**config.mk**
```make
export PLATFORM = sky130hd
export DESIGN_NAME = toc_top
export DESIGN_NICKNAME = d
export VERILOG_FILES = /design/src/pkg/toc_pkg.sv /design/src/core/toc_channel.sv /design/src/core/toc_top.sv
export VERILOG_INCLUDE_DIRS = /design/src /design/src/pkg
export SDC_FILE = /design/constraint.sdc
export NUM_CORES = 1
export LEC_CHECK = 0
export BUFFER_PORTS_ARGS = -buffer_cell sky130_fd_sc_hd__buf_2
export CORE_MARGIN = 3
export CORE_UTILIZATION = 50
export CTS_CLUSTER_DIAMETER = 80
export CTS_CLUSTER_SIZE = 24
export DETAILED_ROUTE_END_ITERATION = 10
export PLACE_DENSITY = 0.77
export SETUP_SLACK_MARGIN = 0.3
export SYNTH_ARGS = -nofsm -noshare
export SYNTH_HDL_FRONTEND = slang
export SYNTH_SLANG_ARGS = --single-unit
```
**constraint.sdc**
```tcl
create_clock -name clk -period 2.95 [get_ports clk]
set_input_delay 0 -clock clk [delete_from_list [all_inputs] [get_ports clk]]
set_output_delay 0 -clock clk [all_outputs]
set_load 0.05 [all_outputs]
```
**src/pkg/toc_map.svh**
```systemverilog
// Constants for the 16-bit timer output compare unit.
// Assumes inclusion by package and modules; definitions only.
`ifndef TOC_MAP_SVH
`define TOC_MAP_SVH

`define TOC_NUM_CHAN 3
`define TOC_CNT_W 16
`define TOC_BYTE_W 8
`define TOC_CHAN_A 0
// Waveform mode select codes
`define TOC_WGM_NORMAL 4'h0
`define TOC_WGM_PC8 4'h1
`define TOC_WGM_PC9 4'h2
`define TOC_WGM_PC10 4'h3
`define TOC_WGM_CTC_A 4'h4
`define TOC_WGM_FAST8 4'h5
`define TOC_WGM_FAST9 4'h6
`define TOC_WGM_FAST10 4'h7
`define TOC_WGM_PFC_CAP 4'h8
`define TOC_WGM_PFC_A 4'h9
`define TOC_WGM_PC_CAP 4'hA
`define TOC_WGM_PC_A 4'hB
`define TOC_WGM_CTC_CAP 4'hC
`define TOC_WGM_RSVD 4'hD
`define TOC_WGM_FAST_CAP 4'hE
`define TOC_WGM_FAST_A 4'hF
// Compare output mode codes
`define TOC_COM_NONE 2'h0
`define TOC_COM_TOGGLE 2'h1
`define TOC_COM_CLEAR 2'h2
`define TOC_COM_SET 2'h3
// Reset values
`define TOC_RST_VALUE 16'h0000
`define TOC_RST_BYTE 8'h00
`define TOC_RST_STATE 1'b0

`endif

```
**src/pkg/toc_pkg.sv**
```systemverilog
// Types for the 16-bit timer output compare unit.
// Assumes toc_map.svh is on the include path.
`include "toc_map.svh"

package toc_pkg;

   typedef enum logic [1:0]
   {
      TOC_CLS_NONPWM = 2'b00,
      TOC_CLS_FAST = 2'b01,
      TOC_CLS_PHASE = 2'b10
   } toc_class_t;

   typedef struct packed
   {
      logic compare_irq_enable;
      logic [1:0] compare_output_mode;
   } toc_chan_ctrl_t;

   typedef struct packed
   {
      logic [`TOC_CNT_W-1:0] timer_count;
      logic timer_tick;
      logic count_top;
      logic count_bottom;
      logic count_down;
      logic count_write;
   } toc_cnt_status_t;

   typedef struct packed
   {
      logic [`TOC_CNT_W-1:0] active;
      logic [`TOC_CNT_W-1:0] buffer;
      logic armed;
   } toc_chan_state_t;

   typedef struct packed
   {
      logic [`TOC_BYTE_W-1:0] high_latch;
      logic block;
      logic [`TOC_NUM_CHAN-1:0] flag;
      logic [`TOC_NUM_CHAN-1:0] irq;
      logic [`TOC_NUM_CHAN-1:0] out_state;
   } toc_top_state_t;

endpackage : toc_pkg

```
**src/core/toc_channel.sv**
```systemverilog
// One compare channel: buffer, active compare value and match detector.
// Assumes a same-clock counter source and one-cycle timer tick enables.
`timescale 1ns/1ps
`include "toc_map.svh"

module toc_channel
   import toc_pkg::*;
(
   input wire logic clk, // System clock
   input wire logic rst, // Asynchronous reset, active high
   input wire logic [`TOC_CNT_W-1:0] count, // Running counter value
   input wire logic tick, // Timer clock enable pulse
   input wire logic block, // Suppress match on this tick
   input wire logic buffered, // PWM double buffering in force
   input wire logic update, // Buffer to active transfer strobe
   input wire logic wr_en, // 16-bit write strobe
   input wire logic [`TOC_CNT_W-1:0] wr_data, // 16-bit write value
   output logic [`TOC_CNT_W-1:0] active_value, // Value in comparison
   output logic [`TOC_CNT_W-1:0] cpu_value, // Value seen by software
   output logic match_evt // Match one tick after detection
);

   toc_chan_state_t state_reg;
   toc_chan_state_t state_next;

   // Next state of the compare storage and detector
   always_comb
   begin
      state_next = state_reg;
      if (wr_en)
      begin
         state_next.buffer = wr_data;
         if (!buffered)
         begin
            state_next.active = wr_data;
         end
      end
      if (update && buffered)
      begin
         state_next.active = state_reg.buffer;
      end
      if (tick)
      begin
         // Equality over all 16 bits, dropped after a counter write
         state_next.armed = (count == state_reg.active) && !block;
      end
   end

   // Registered state
   always_ff @(posedge clk or posedge rst)
   begin
      if (rst)
      begin
         state_reg.active <= `TOC_RST_VALUE;
         state_reg.buffer <= `TOC_RST_VALUE;
         state_reg.armed <= 1'b0;
      end
      else
      begin
         state_reg <= state_next;
      end
   end

   // Outputs; value only changes through writes or buffer transfer
   assign active_value = state_reg.active;
   assign cpu_value = state_reg.buffer;
   assign match_evt = tick && state_reg.armed;

endmodule : toc_channel

```
**src/core/toc_top.sv**
```systemverilog
// Output compare unit of a 16-bit timer: three channels, flags, outputs.
// Assumes counter, prescaler and pin logic outside, all on clk.
//
// Contract
// - Each channel compares the full 16-bit count with its value.
// - Three independent channels A, B, C with own value, flag, controls.
// - A match sets the flag one timer clock after detection.
// - Flag with its interrupt enable set requests an interrupt.
// - Flag clears on interrupt service or software writing one.
// - Output state follows match per waveform and output modes.
// - Channel A value can serve as counter TOP.
// - PWM modes buffer writes; transfer at TOP or BOTTOM.
// - Normal and clear-on-compare modes write the active value directly.
// - Value changes only by writes; high byte read returns it directly.
// - High byte fills latch; low write loads all 16 bits at once.
// - Force strobe in non-PWM acts as match without flag or counter.
// - Counter write blocks matches of the next timer clock, all channels.
// - Output mode field is unbuffered and acts immediately.
// - Reset clears every output state bit.
// - Mode 0 normal; modes 4 and 12 clear on compare.
// - Output mode zero takes no action at a match.
`timescale 1ns/1ps
`include "toc_map.svh"

module toc_top
   import toc_pkg::*;
(
   input wire logic clk, // System clock, 125 MHz
   input wire logic rst, // Asynchronous reset, active high
   input wire toc_cnt_status_t cnt_status, // Counter value and events
   input wire logic [3:0] waveform_mode_sel, // Waveform mode select
   input wire toc_chan_ctrl_t [`TOC_NUM_CHAN-1:0] chan_ctrl, // Per channel
   input wire logic [`TOC_NUM_CHAN-1:0] force_compare_strobe, // Force
   input wire logic [`TOC_NUM_CHAN-1:0] compare_value_high_wr, // High
   input wire logic [`TOC_NUM_CHAN-1:0] compare_value_low_wr, // Low
   input wire logic [`TOC_BYTE_W-1:0] cpu_wdata, // Byte being written
   input wire logic [`TOC_NUM_CHAN-1:0] flag_clear_wr, // Write one
   input wire logic [`TOC_NUM_CHAN-1:0] irq_ack, // Interrupt serviced
   output logic [`TOC_NUM_CHAN-1:0] compare_match_flag, // Match flags
   output logic [`TOC_NUM_CHAN-1:0] compare_irq_req, // Interrupt requests
   output logic [`TOC_NUM_CHAN-1:0] compare_output_state, // Output state
   output logic [`TOC_NUM_CHAN-1:0][`TOC_CNT_W-1:0] compare_value, // Read
   output logic [`TOC_CNT_W-1:0] top_value_a // Channel A as TOP
);

   toc_top_state_t state_reg;
   toc_top_state_t state_next;
   toc_class_t mode_class;
   logic pwm_mode;
   logic update_at_bottom;
   logic buf_update;
   logic bottom_tick;
   logic [`TOC_NUM_CHAN-1:0] match_evt;
   logic [`TOC_NUM_CHAN-1:0][`TOC_CNT_W-1:0] active_value;

   // Mode class decode, shared by all channels
   always_comb
   begin
      case (waveform_mode_sel)
         `TOC_WGM_NORMAL, `TOC_WGM_CTC_A, `TOC_WGM_CTC_CAP, `TOC_WGM_RSVD:
            mode_class = TOC_CLS_NONPWM;
         `TOC_WGM_FAST8, `TOC_WGM_FAST9, `TOC_WGM_FAST10,
         `TOC_WGM_FAST_CAP, `TOC_WGM_FAST_A:
            mode_class = TOC_CLS_FAST;
         default:
            mode_class = TOC_CLS_PHASE;
      endcase
   end

   // Buffering and force permission; transfer point by mode
   assign pwm_mode = (mode_class != TOC_CLS_NONPWM);
   assign update_at_bottom = (waveform_mode_sel == `TOC_WGM_PFC_CAP) ||
      (waveform_mode_sel == `TOC_WGM_PFC_A);
   assign buf_update = cnt_status.timer_tick && pwm_mode &&
      (update_at_bottom ? cnt_status.count_bottom : cnt_status.count_top);
   assign bottom_tick = cnt_status.timer_tick && cnt_status.count_bottom;

   // Output state step for one channel at match, force or bottom
   function automatic logic wave_next(input logic cur, input logic evt,
      input logic frc, input logic [1:0] com, input logic is_a);
      logic nxt;
      logic down;
      nxt = cur;
      down = cnt_status.count_down;
      case (mode_class)
         TOC_CLS_NONPWM:
         begin
            if ((evt || frc) && com == `TOC_COM_TOGGLE) nxt = ~cur;
            if ((evt || frc) && com == `TOC_COM_CLEAR) nxt = 1'b0;
            if ((evt || frc) && com == `TOC_COM_SET) nxt = 1'b1;
         end
         TOC_CLS_FAST:
         begin
            if (evt && com == `TOC_COM_CLEAR) nxt = 1'b0;
            if (evt && com == `TOC_COM_SET) nxt = 1'b1;
            if (evt && com == `TOC_COM_TOGGLE && is_a &&
               waveform_mode_sel == `TOC_WGM_FAST_A) nxt = ~cur;
            if (bottom_tick && com == `TOC_COM_CLEAR) nxt = 1'b1;
            if (bottom_tick && com == `TOC_COM_SET) nxt = 1'b0;
         end
         default:
         begin
            if (evt && com == `TOC_COM_CLEAR) nxt = down;
            if (evt && com == `TOC_COM_SET) nxt = ~down;
            if (evt && com == `TOC_COM_TOGGLE && is_a &&
               (waveform_mode_sel == `TOC_WGM_PFC_A ||
               waveform_mode_sel == `TOC_WGM_PC_A)) nxt = ~cur;
         end
      endcase
      return nxt;
   endfunction : wave_next

   // One compare unit per channel
   genvar gi;
   generate
      for (gi = 0; gi < `TOC_NUM_CHAN; gi = gi + 1)
      begin : g_chan
         toc_channel u_chan
         (
            .clk(clk),
            .rst(rst),
            .count(cnt_status.timer_count),
            .tick(cnt_status.timer_tick),
            .block(state_reg.block),
            .buffered(pwm_mode),
            .update(buf_update),
            .wr_en(compare_value_low_wr[gi]),
            .wr_data({state_reg.high_latch, cpu_wdata}),
            .active_value(active_value[gi]),
            .cpu_value(compare_value[gi]),
            .match_evt(match_evt[gi])
         );
      end
   endgenerate

   // Next state of latch, blocking, flags, requests and output states
   always_comb
   begin
      state_next = state_reg;
      // Shared high byte latch; last high write wins
      for (int i = 0; i < `TOC_NUM_CHAN; i++)
      begin
         if (compare_value_high_wr[i])
         begin
            state_next.high_latch = cpu_wdata;
         end
      end
      // Block spans the next timer tick, even while ticks are stopped
      if (cnt_status.count_write)
      begin
         state_next.block = 1'b1;
      end
      else if (cnt_status.timer_tick)
      begin
         state_next.block = 1'b0;
      end
      for (int i = 0; i < `TOC_NUM_CHAN; i++)
      begin
         // Set wins over service or software clear
         state_next.flag[i] = (state_reg.flag[i] &&
            !(flag_clear_wr[i] || irq_ack[i])) || match_evt[i];
         state_next.irq[i] = state_next.flag[i] &&
            chan_ctrl[i].compare_irq_enable;
         // Mode field used live, state kept across mode changes
         state_next.out_state[i] = wave_next(state_reg.out_state[i],
            match_evt[i], force_compare_strobe[i] && !pwm_mode,
            chan_ctrl[i].compare_output_mode, i == `TOC_CHAN_A);
      end
   end

   // Registered state
   always_ff @(posedge clk or posedge rst)
   begin
      if (rst)
      begin
         state_reg.high_latch <= `TOC_RST_BYTE;
         state_reg.block <= 1'b0;
         state_reg.flag <= '0;
         state_reg.irq <= '0;
         state_reg.out_state <= {`TOC_NUM_CHAN{`TOC_RST_STATE}};
      end
      else
      begin
         state_reg <= state_next;
      end
   end

   // Outputs straight from flip-flops
   assign compare_match_flag = state_reg.flag;
   assign compare_irq_req = state_reg.irq;
   assign compare_output_state = state_reg.out_state;
   assign top_value_a = active_value[`TOC_CHAN_A];

endmodule : toc_top

```
==> results.cfg, run 1 <==
[outcome]
status = complete, no violations

[placement]
dp_hpwl_microns = 10600
numPortBuffers = 131
routabilityCongestion = 0.914
dp_slack_ns = 1.07

[final_layout]
seq_area_sq_um = 2930
n_antenna_cell = 0
drive_gt1_share_pct = 34.0
multiInputGateArea_sq_um = 2610
area_growth_pct = 17.9
final_common_cell = buf_2
nNetsFinal = 713
fillerInstances = 924
mostFrequentLayoutCells = 131 x buf_2, 117 x dfrtp_1, 57 x mux2_2, 53 x nand2_1, 49 x mux2i_1

[logic_synthesis]
syn_area_per_cell_sq_um = 11.0
synth_top_cells_by_area = dfrtp_1 47%, mux2_2 10%, buf_4 8.6%, mux2i_1 7.9%, xnor2_1 5.4%
synth_cells = 562
syn_nets = 621
synth.distinct_cells = 42
yosys.area.top_type = dfrtp_1
yosys_warnings = 0
synth_edf_count = 0
synth_seq_area_share_pct = 47.4
syn_area_sq_um = 6180
synth_top_area_share_pct = 47.4
synth_top_flop_cell = dfrtp_1
async_reset_ff_share_pct = 100
synth_seq_cells = 117

[global_routing]
overflow = 0
grt.busiest_layer = met2
met1_usage_pct = 28.8
grt_pass1_wl_microns = 23800
grt_pass1_vias = 4610
grt_util_met2_pct = 38.9
use_met3_pct = 5.91
grt_usage_pct = 23.0
antenna_found_initial = 0
grt_max_degree = 118

[worst_setup_path]
crit_type = reg -> reg
cp-start-kind = flip-flop
slowest_delay_ns = 0.57
crit_buf_inv = 1
worstPathMaxFanout = 3
r2r_setup_slack_ns = 0.85
critical_path_required_ns = 3.29
worstPathCellList = xor2_1 > nor4_1 > nand4_1 > o21ai_0 > dlygate4sd3_1
critical-path-top-delay-family = simple AND/OR/NAND/NOR gates
crit_slowest_cell = nor4_1
crit_path_end_kind = flip-flop
worstPathArrival_ns = 2.44

[job]
cap_violations = 0

[sta]
fmax_mhz = 476
fin_crit_sh_pct = 71.2
setup_ws_ns = 0.851
grt_setup_unrepaired = false
hold_viol = 0
clock_skew_ns = 0.00836
whs_ns = 0.0312
setup_viol = 0
slew_viol_final = 0
post-route-min-period_ns = 2.10
slew_headroom_pct = 38.3
setup-tns-final_ns = 0
tightest_slew_ns = 0.922

[pwr]
ir_drop_mv = 0.548
p_per_area_nw_per_um2 = 741
leakage_nw = 3.26
p_total_mw = 5.40

[floorplan]
initial_core_util_pct = 52.5
core_sq_um = 11800
rows = 39
ios = 132
die_w_microns = 117
die_area_sq_um = 13700
die_h_microns = 117

[drt]
wl_per_cell_microns = 18.5
viasPerCell = 5.44
wl_microns = 15400
antenna_left = 0
drtPass1Iterations = 8
drt_iter0_markers = 379
vias = 4501
drc_errors = 0

[clocking]
clock_path_buffers = 2
cts_tree = done
clock_latency_ns = 0.41
htreeDepth = 4
cts_sinks = 117
cts_setup_buffers = 0
cts-buffers-inserted = 17
cts-resized-gates = 0
ctsHoldBuffers = 22
clockRootBuffer = clkbuf_16
clk_pin_slew_ns = 0.05

[hold_path]
min_path_type = in -> reg
-- where the power goes --
part	switching, mW	total, mW	internal, mW	leakage (nW)
clock network	0.682	1.97	1.29	0.276
registers	0.217	2.06	1.85	1.41
logic	0.903	1.36	0.460	1.57
total	1.80	5.40	3.60	3.26
-- stage by stage --
| stage | cell area (sq um) | utilization, % | std cells |
|---|---|---|---|
| floorplan | 6180 | - | 562 |
| global placement | 6510 | 55.3 | 777 |
| detailed placement | 6510 | 55.3 | 777 |
| CTS | 7290 | 62.0 | 828 |
| global route | 7290 | 62.0 | 828 |
| finish | 7290 | 62.0 | 828 |
-- cell type report --
type,instances,area share [%]
clock buffer,24,6.61
clock inverter,5,1.03
inverter,9,0.515
multi-input combinational,349,35.8
sequential,117,40.2
tap,164,2.82
timing repair buffer,160,13.1
-- tightest hold or removal path, stage by stage --
cell     delay (ns)
buf_2          0.12
xnor2_1        0.07
nand4_1        0.11
o21ai_0        0.08
-- per-layer routing --
metal	wire, microns	up-vias
met4	212	0
met2	7490	183
met3	1090	21
met1	6560	2218
met5	0	-
li1	-	2079
-- cell usage after synthesis, types with 9 or more instances --
master and n:
o21ai_1 22, nand4_1 11, mux2_2 57, xnor2_1 38
xor2_1 12, inv_1 9, nand2_1 53, mux2i_1 49
dfrtp_1 117, o21ai_0 39, buf_4 71
-- kinds of logic (layout without fill, tap and decap cells) --
logic type	after synthesis	count (layout)	synth area share [%]
AND/OR/NAND/NOR	108	108	8.67
XOR/XNOR	50	50	7.09
flip-flops	117	117	47.4
AO/OA/AOI/OAI	85	85	7.98
buffers and inverters	96	198	10.6
multiplexers	106	106	18.3
-- worst paths after layout --
kind,from,to,depth (start not counted)
max in group asynchronous,rst,compare_irq_req[1]$_DFF_PP0_,4
hold reg to reg,state_reg[9]$_DFFE_PP0P_,state_reg[9]$_DFFE_PP0P_,1
setup reg to reg,g_chan[0].u_chan.active_value[3]$_DFFE_PP0P_,g_chan[0].u_chan.state_reg[0]$_DFFE_PP0P_,5
min in group asynchronous,rst,g_chan[1].u_chan.cpu_value[5]$_DFFE_PP0P_,4
setup / recovery,g_chan[0].u_chan.active_value[3]$_DFFE_PP0P_,g_chan[0].u_chan.state_reg[0]$_DFFE_PP0P_,5
hold / removal,cnt_status[20],g_chan[1].u_chan.state_reg[0]$_DFFE_PP0P_,4
Power figures use the tool's default switching activity.
==> run 2, diff against run 1 <==
==> constraint.sdc (replaced) <==
create_clock -name clk -period 1.8 [get_ports clk]
set_input_delay 0 -clock clk [delete_from_list [all_inputs] [get_ports clk]]
set_output_delay 0 -clock clk [all_outputs]
set_load 0.05 [all_outputs]
==> run 2 against run 1 <==
Net effect: first-iteration DRC count fell by 8.7%; sequential share of layout area fell by 0.96 points; wire length up 3.7%; hold slack got worse by 0.016 ns; critical path depth is the same; die area stayed put; register-to-register slack worse by 0.53 ns; power up 65%; critical path type unchanged; largest power group unchanged.
==> results.cfg, run 2 (synthesis results as in run 1) <==
[pwr]
p_int_mw = 5.90
p_total_mw = 8.92
pwr-share-clk_pct = 36.3
swShare_pct = 33.8
comb_power_share_pct = 25.7
ir_drop_mv = 1.21
p_seq_share_pct = 37.9
switching_power_mw = 3.01
p_per_area_nw_per_um2 = 1190
leakage_nw = 3.34

[global_routing]
overflow = 0
grt_pass1_wl_microns = 24700
grt_pass1_vias = 4721
grt_max_degree = 38
antenna_found_initial = 0
grt_usage_pct = 23.9

[drt]
drtPass1Iterations = 5
wl_per_cell_microns = 18.9
antenna_left = 0
wl_microns = 15900
drc_errors = 0
viasPerCell = 5.45
drt_iter0_markers = 346
vias = 4580

[clocking]
clock_path_buffers = 2
clock_latency_ns = 0.41
htreeDepth = 4
cts-buffers-inserted = 17
cts_sinks = 117
cts_tree = done
clockRootBuffer = clkbuf_16
clk_pin_slew_ns = 0.06

[final_layout]
drive_gt1_share_pct = 36.4
final_common_cell = buf_2
area_growth_pct = 20.8
final_cell_area_sq_um = 7460
fillerInstances = 891
nNetsFinal = 723
n_antenna_cell = 0
mostFrequentLayoutCells = 131 x buf_2, 117 x dfrtp_1, 57 x mux2_2, 53 x nand2_1, 49 x mux2i_1

[sta]
hold_viol = 0
setup_viol = 0
whs_ns = 0.0154
tightest_slew_ns = 0.650
post-route-min-period_ns = 1.48
slew_headroom_pct = 56.6
grt_setup_unrepaired = true
fin_crit_sh_pct = 82.0
setup_ws_ns = 0.324
slew_viol_final = 0
clock_skew_ns = 0.00995
fmax_mhz = 677
setup-tns-final_ns = 0

[hold_path]
min_path_type = in -> reg
holdPathStages = 4
hp-start = cnt_status[20]
min_to = g_chan[1].u_chan.state_reg[0]$_DFFE_PP0P_

[worst_setup_path]
crit_path_end_kind = flip-flop
worstPathArrival_ns = 1.78
r2r_cells = 5
reg2reg_to = g_chan[0].u_chan.state_reg[0]$_DFFE_PP0P_
cp-start-kind = flip-flop
crit_type = reg -> reg
crit_buf_inv = 1
r2r-start = g_chan[0].u_chan.active_value[5]$_DFFE_PP0P_
critical_path_required_ns = 2.10
r2r_setup_slack_ns = 0.32
crit_slowest_cell = dfrtp_1
worstPathCellList = xor2_1 > nor4_2 > buf_4 > nand4_1 > o21ai_0
worstPathMaxFanout = 3
slowest_delay_ns = 0.40
critical-path-top-delay-family = simple AND/OR/NAND/NOR gates

[job]
cap_violations = 0

[placement]
numPortBuffers = 131
place_area_sq_um = 6650
dp_slack_ns = 0.195
dp_hpwl_microns = 11200
routabilityCongestion = 0.926

[floorplan]
die_area_sq_um = 13700
initial_core_util_pct = 52.5
die_h_microns = 117
die_w_microns = 117
rows = 39
ios = 132
core_sq_um = 11800

[outcome]
status = complete, no violations
## run 2: routing by layer
layer | part of all wire, % | global-route usage [%] | wire [microns] | up-vias
met4 | 1.4 | 6.65 | 217 | 0
met1 | 42 | 30.3 | 6670 | 2281
met3 | 6.7 | 6.58 | 1070 | 19
li1 | - | - | - | 2097
met2 | 50 | 40.1 | 7960 | 183
met5 | 0 | 0 | 0 | -
## run 2: worst reg2reg max path: stages, from the launching register on
cell and delay, ns:
dfrtp_1 0.40, xor2_1 0.18, nor4_2 0.38, buf_4 0.18, nand4_1 0.10, o21ai_0 0.13
## run 2: area by class of cell
cell class	count	area, sq um	area share, %
sequential	117	2930	39.2
multi-input combinational	349	2640	35.3
timing repair buffer	170	1090	14.6
clock buffer	21	460	6.17
tap	164	205	2.75
clock inverter	10	106	1.42
inverter	9	37.5	0.503
## run 2: repair_timing
action / CTS / global route
resized for setup: 2 / 6
pin swaps: 0 / 4
hold buffers: 20 / 0
endpoints found under the hold margin: 70 / 0
setup endpoints to repair: 2 / 2
buffers inserted: 1 / 1
## run 2: metrics by stage
| step | cells | util (%) |
|---|---|---|
| after global placement | 787 | 56.5 |
| after global routing | 840 | 63.5 |
| after floorplan | 562 | - |
| after CTS | 839 | 63.2 |
| final | 840 | 63.5 |
| after detailed placement | 787 | 56.5 |
## run 2: power by group through the flow
stage	logic, mW	registers, mW	clock network [mW]
2_1_floorplan	1.88	3.38	0
3_3_place_gp	2.19	3.39	0
3_5_place_dp	2.24	3.41	0
4_1_cts	2.30	3.38	3.27
5_1_grt	2.44	3.43	3.40
6_report	2.29	3.38	3.24
## run 2: worst max path at each step
stage | to | depth (start not counted) | slack [ns] | startpoint
detailed placement | compare_output_state[0]$_DFFE_PP0P_ | 5 | 0.20 | g_chan[0].u_chan.state_reg[0]$_DFFE_PP0P_
global placement | g_chan[0].u_chan.state_reg[0]$_DFFE_PP0P_ | 5 | 0.13 | g_chan[0].u_chan.active_value[5]$_DFFE_PP0P_
floorplan | compare_output_state[0]$_DFFE_PP0P_ | 5 | 0.33 | compare_output_state[0]$_DFFE_PP0P_
finish | g_chan[0].u_chan.state_reg[0]$_DFFE_PP0P_ | 5 | 0.32 | g_chan[0].u_chan.active_value[5]$_DFFE_PP0P_
CTS | g_chan[1].u_chan.state_reg[0]$_DFFE_PP0P_ | 5 | 0.31 | g_chan[1].u_chan.active_value[14]$_DFFE_PP0P_
global route | compare_output_state[0]$_DFFE_PP0P_ | 5 | 0.25 | g_chan[0].u_chan.state_reg[0]$_DFFE_PP0P_
==> run 3, diff against run 2 <==
--- a/config.mk
+++ b/config.mk
@@ -12,7 +12,7 @@
 export CTS_CLUSTER_DIAMETER = 80
 export CTS_CLUSTER_SIZE = 24
 export DETAILED_ROUTE_END_ITERATION = 10
-export PLACE_DENSITY = 0.77
+export PLACE_DENSITY = 0.74
 export SETUP_SLACK_MARGIN = 0.3
 export SYNTH_ARGS = -nofsm -noshare
 export SYNTH_HDL_FRONTEND = slang
==> constraint.sdc (replaced) <==
create_clock -name clk -period 1.4 [get_ports clk]
set_input_delay 0 -clock clk [delete_from_list [all_inputs] [get_ports clk]]
set_output_delay 0 -clock clk [all_outputs]
set_load 0.05 [all_outputs]
==> run 3 against run 2 <==
Net effect: utilization up 2.5 points; final area is 4.0% higher; clock skew up 0.00096 ns; combinational power grew 39%; clock-buffer cell count fell by 4; register-to-register slack worse by 0.37 ns; critical path depth is the same; sequential share of layout area is 1.5 points lower; critical endpoint unchanged; fmax rose by 2.4%; first-iteration DRC count is 31% lower; hold slack worse by 0.0097 ns; the run now ends with negative setup slack left; wire length up 0.18%.
==> results.cfg, run 3 (synthesis results as in run 1) <==
[worst_setup_path]
worstPathCellList = xor2_1 > nor4_2 > buf_4 > nand4_1 > o21ai_2
cp-start-kind = flip-flop
slowest_delay_ns = 0.39
crit_buf_inv = 1
r2r-start = g_chan[0].u_chan.active_value[3]$_DFFE_PP0P_
crit_slowest_cell = dfrtp_1
worstPathArrival_ns = 1.77
critical-path-top-delay-family = simple AND/OR/NAND/NOR gates
critical_path_required_ns = 1.73
startpoint = g_chan[0].u_chan.active_value[3]$_DFFE_PP0P_
worstPathMaxFanout = 2
crit_path_end_kind = flip-flop
crit_type = reg -> reg

[pwr]
p_total_mw = 12.0
comb_power_share_pct = 26.5
p_int_mw = 7.92
leakage_nw = 3.44
swShare_pct = 33.8
ir_drop_mv = 1.32
pwr-share-clk_pct = 37.0
switching_power_mw = 4.05
p_per_area_nw_per_um2 = 1540
p_seq_share_pct = 36.5

[sta]
setup_ws_ns = -0.0411
slew_viol_final = 0
tightest_slew_ns = 0.376
fmax_mhz = 694
grt_setup_unrepaired = true
hold_viol = 0
fin_crit_sh_pct = 103
setup_viol = 2
clock_skew_ns = 0.0109
post-route-min-period_ns = 1.44
slew_headroom_pct = 74.7

[global_routing]
grt_pass1_wl_microns = 24800
grt_usage_pct = 24.0
overflow = 0
grt_pass1_vias = 4686
grt_max_degree = 62
antenna_found_initial = 0

[job]
cap_violations = 0

[floorplan]
die_w_microns = 117
die_area_sq_um = 13700
initial_core_util_pct = 52.5
die_h_microns = 117
ios = 132
core_sq_um = 11800
rows = 39

[clocking]
cts-buffers-inserted = 17
clockRootBuffer = clkbuf_16
cts_tree = done
htreeDepth = 4
clk_pin_slew_ns = 0.06
cts_sinks = 117
clock_path_buffers = 2
clock_latency_ns = 0.41

[drt]
drtPass1Iterations = 5
vias = 4626
drt_iter0_markers = 239
wl_per_cell_microns = 18.8
viasPerCell = 5.47
drc_errors = 0
antenna_left = 0
wl_microns = 15900

[final_layout]
final_common_cell = dfrtp_1
mostFrequentLayoutCells = 116 x dfrtp_1, 86 x buf_2, 57 x mux2_2, 53 x nand2_1, 49 x mux2i_1
seq_area_sq_um = 2930
nNetsFinal = 727
area_growth_pct = 25.6
drive_gt1_share_pct = 38.9
fillerInstances = 876
final_core_util_pct = 66.0
multiInputGateArea_sq_um = 2710

[hold_path]
hp-start = compare_value_low_wr[0]
min_path_type = in -> reg

[outcome]
status = finished, violations left
failed_checks = negative setup slack

[placement]
numPortBuffers = 131
routabilityCongestion = 0.915
dp_hpwl_microns = 10900
[run 3: metrics by stage]
step	instances	hold WS, ns	instance area, sq um	TNS [ns]	setup WS [ns]
2_1_floorplan	562	0.0923	6200	-3.27	-0.0661
3_3_place_gp	789	0.139	6680	-0.296	-0.296
3_5_place_dp	789	0.136	6680	-0.300	-0.238
4_1_cts	843	0.00503	7630	-0.0539	-0.0380
5_1_grt	845	0.00926	7760	-0.221	-0.120
6_report	846	0.00573	7760	-0.0594	-0.0411
[run 3: final timing paths]
path	to	slack (ns)	depth (start not counted)
max	g_chan[0].u_chan.state_reg[0]$_DFFE_PP0P_	-0.04	5
min	g_chan[0].u_chan.cpu_value[15]$_DFFE_PP0P_	0.006	2
max reg2reg	g_chan[0].u_chan.state_reg[0]$_DFFE_PP0P_	-0.04	5
min reg2reg	state_reg[9]$_DFFE_PP0P_	0.48	1
max in group asynchronous	g_chan[2].u_chan.state_reg[0]$_DFFE_PP0P_	0.84	4
min in group asynchronous	g_chan[0].u_chan.active_value[5]$_DFFE_PP0P_	0.24	4
[run 3: power by group through the flow]
stage	Combinational, mW	Clock (mW)	Sequential [mW]
after floorplan	2.42	0	4.35
after global placement	2.83	0	4.37
after detailed placement	2.88	0	4.39
after CTS	3.09	4.48	4.35
after global routing	3.38	4.64	4.43
final	3.18	4.43	4.36
[run 3: what timing repair did]
item | CTS | global route
setup endpoints to repair | 23 | 38
hold buffers | 21 | 0
pin swaps | 22 | 7
cloned | 0 | 0
hold endpoints to repair | 174 | 0
resized for setup | 38 | 36
setup buffers | 1 | 2
[run 3: layout make-up]
type | instances | share of cell area [%]
clock inverters | 15 | 2.34
multi-input cells | 349 | 34.9
inverters | 9 | 0.484
flip-flops and latches | 117 | 37.7
clock buffers | 17 | 5.48
diodes | 1 | 0.0322
well taps | 164 | 2.64
repair buffers | 174 | 16.4
[run 3: per-layer routing]
metal / share of wire (%) / wire [microns] / track usage (%)
met5: 0 / 0 / 0
met4: 1.6 / 260 / 7.49
met1: 40 / 6450 / 29.5
met3: 6.8 / 1080 / 6.58
met2: 51 / 8150 / 41.0
[run 3: worst reg2reg max path: stages, from the launching register on]
cell	delay, ns
dfrtp_1	0.39
xor2_1	0.18
nor4_2	0.39
buf_4	0.18
nand4_1	0.13
o21ai_2	0.10
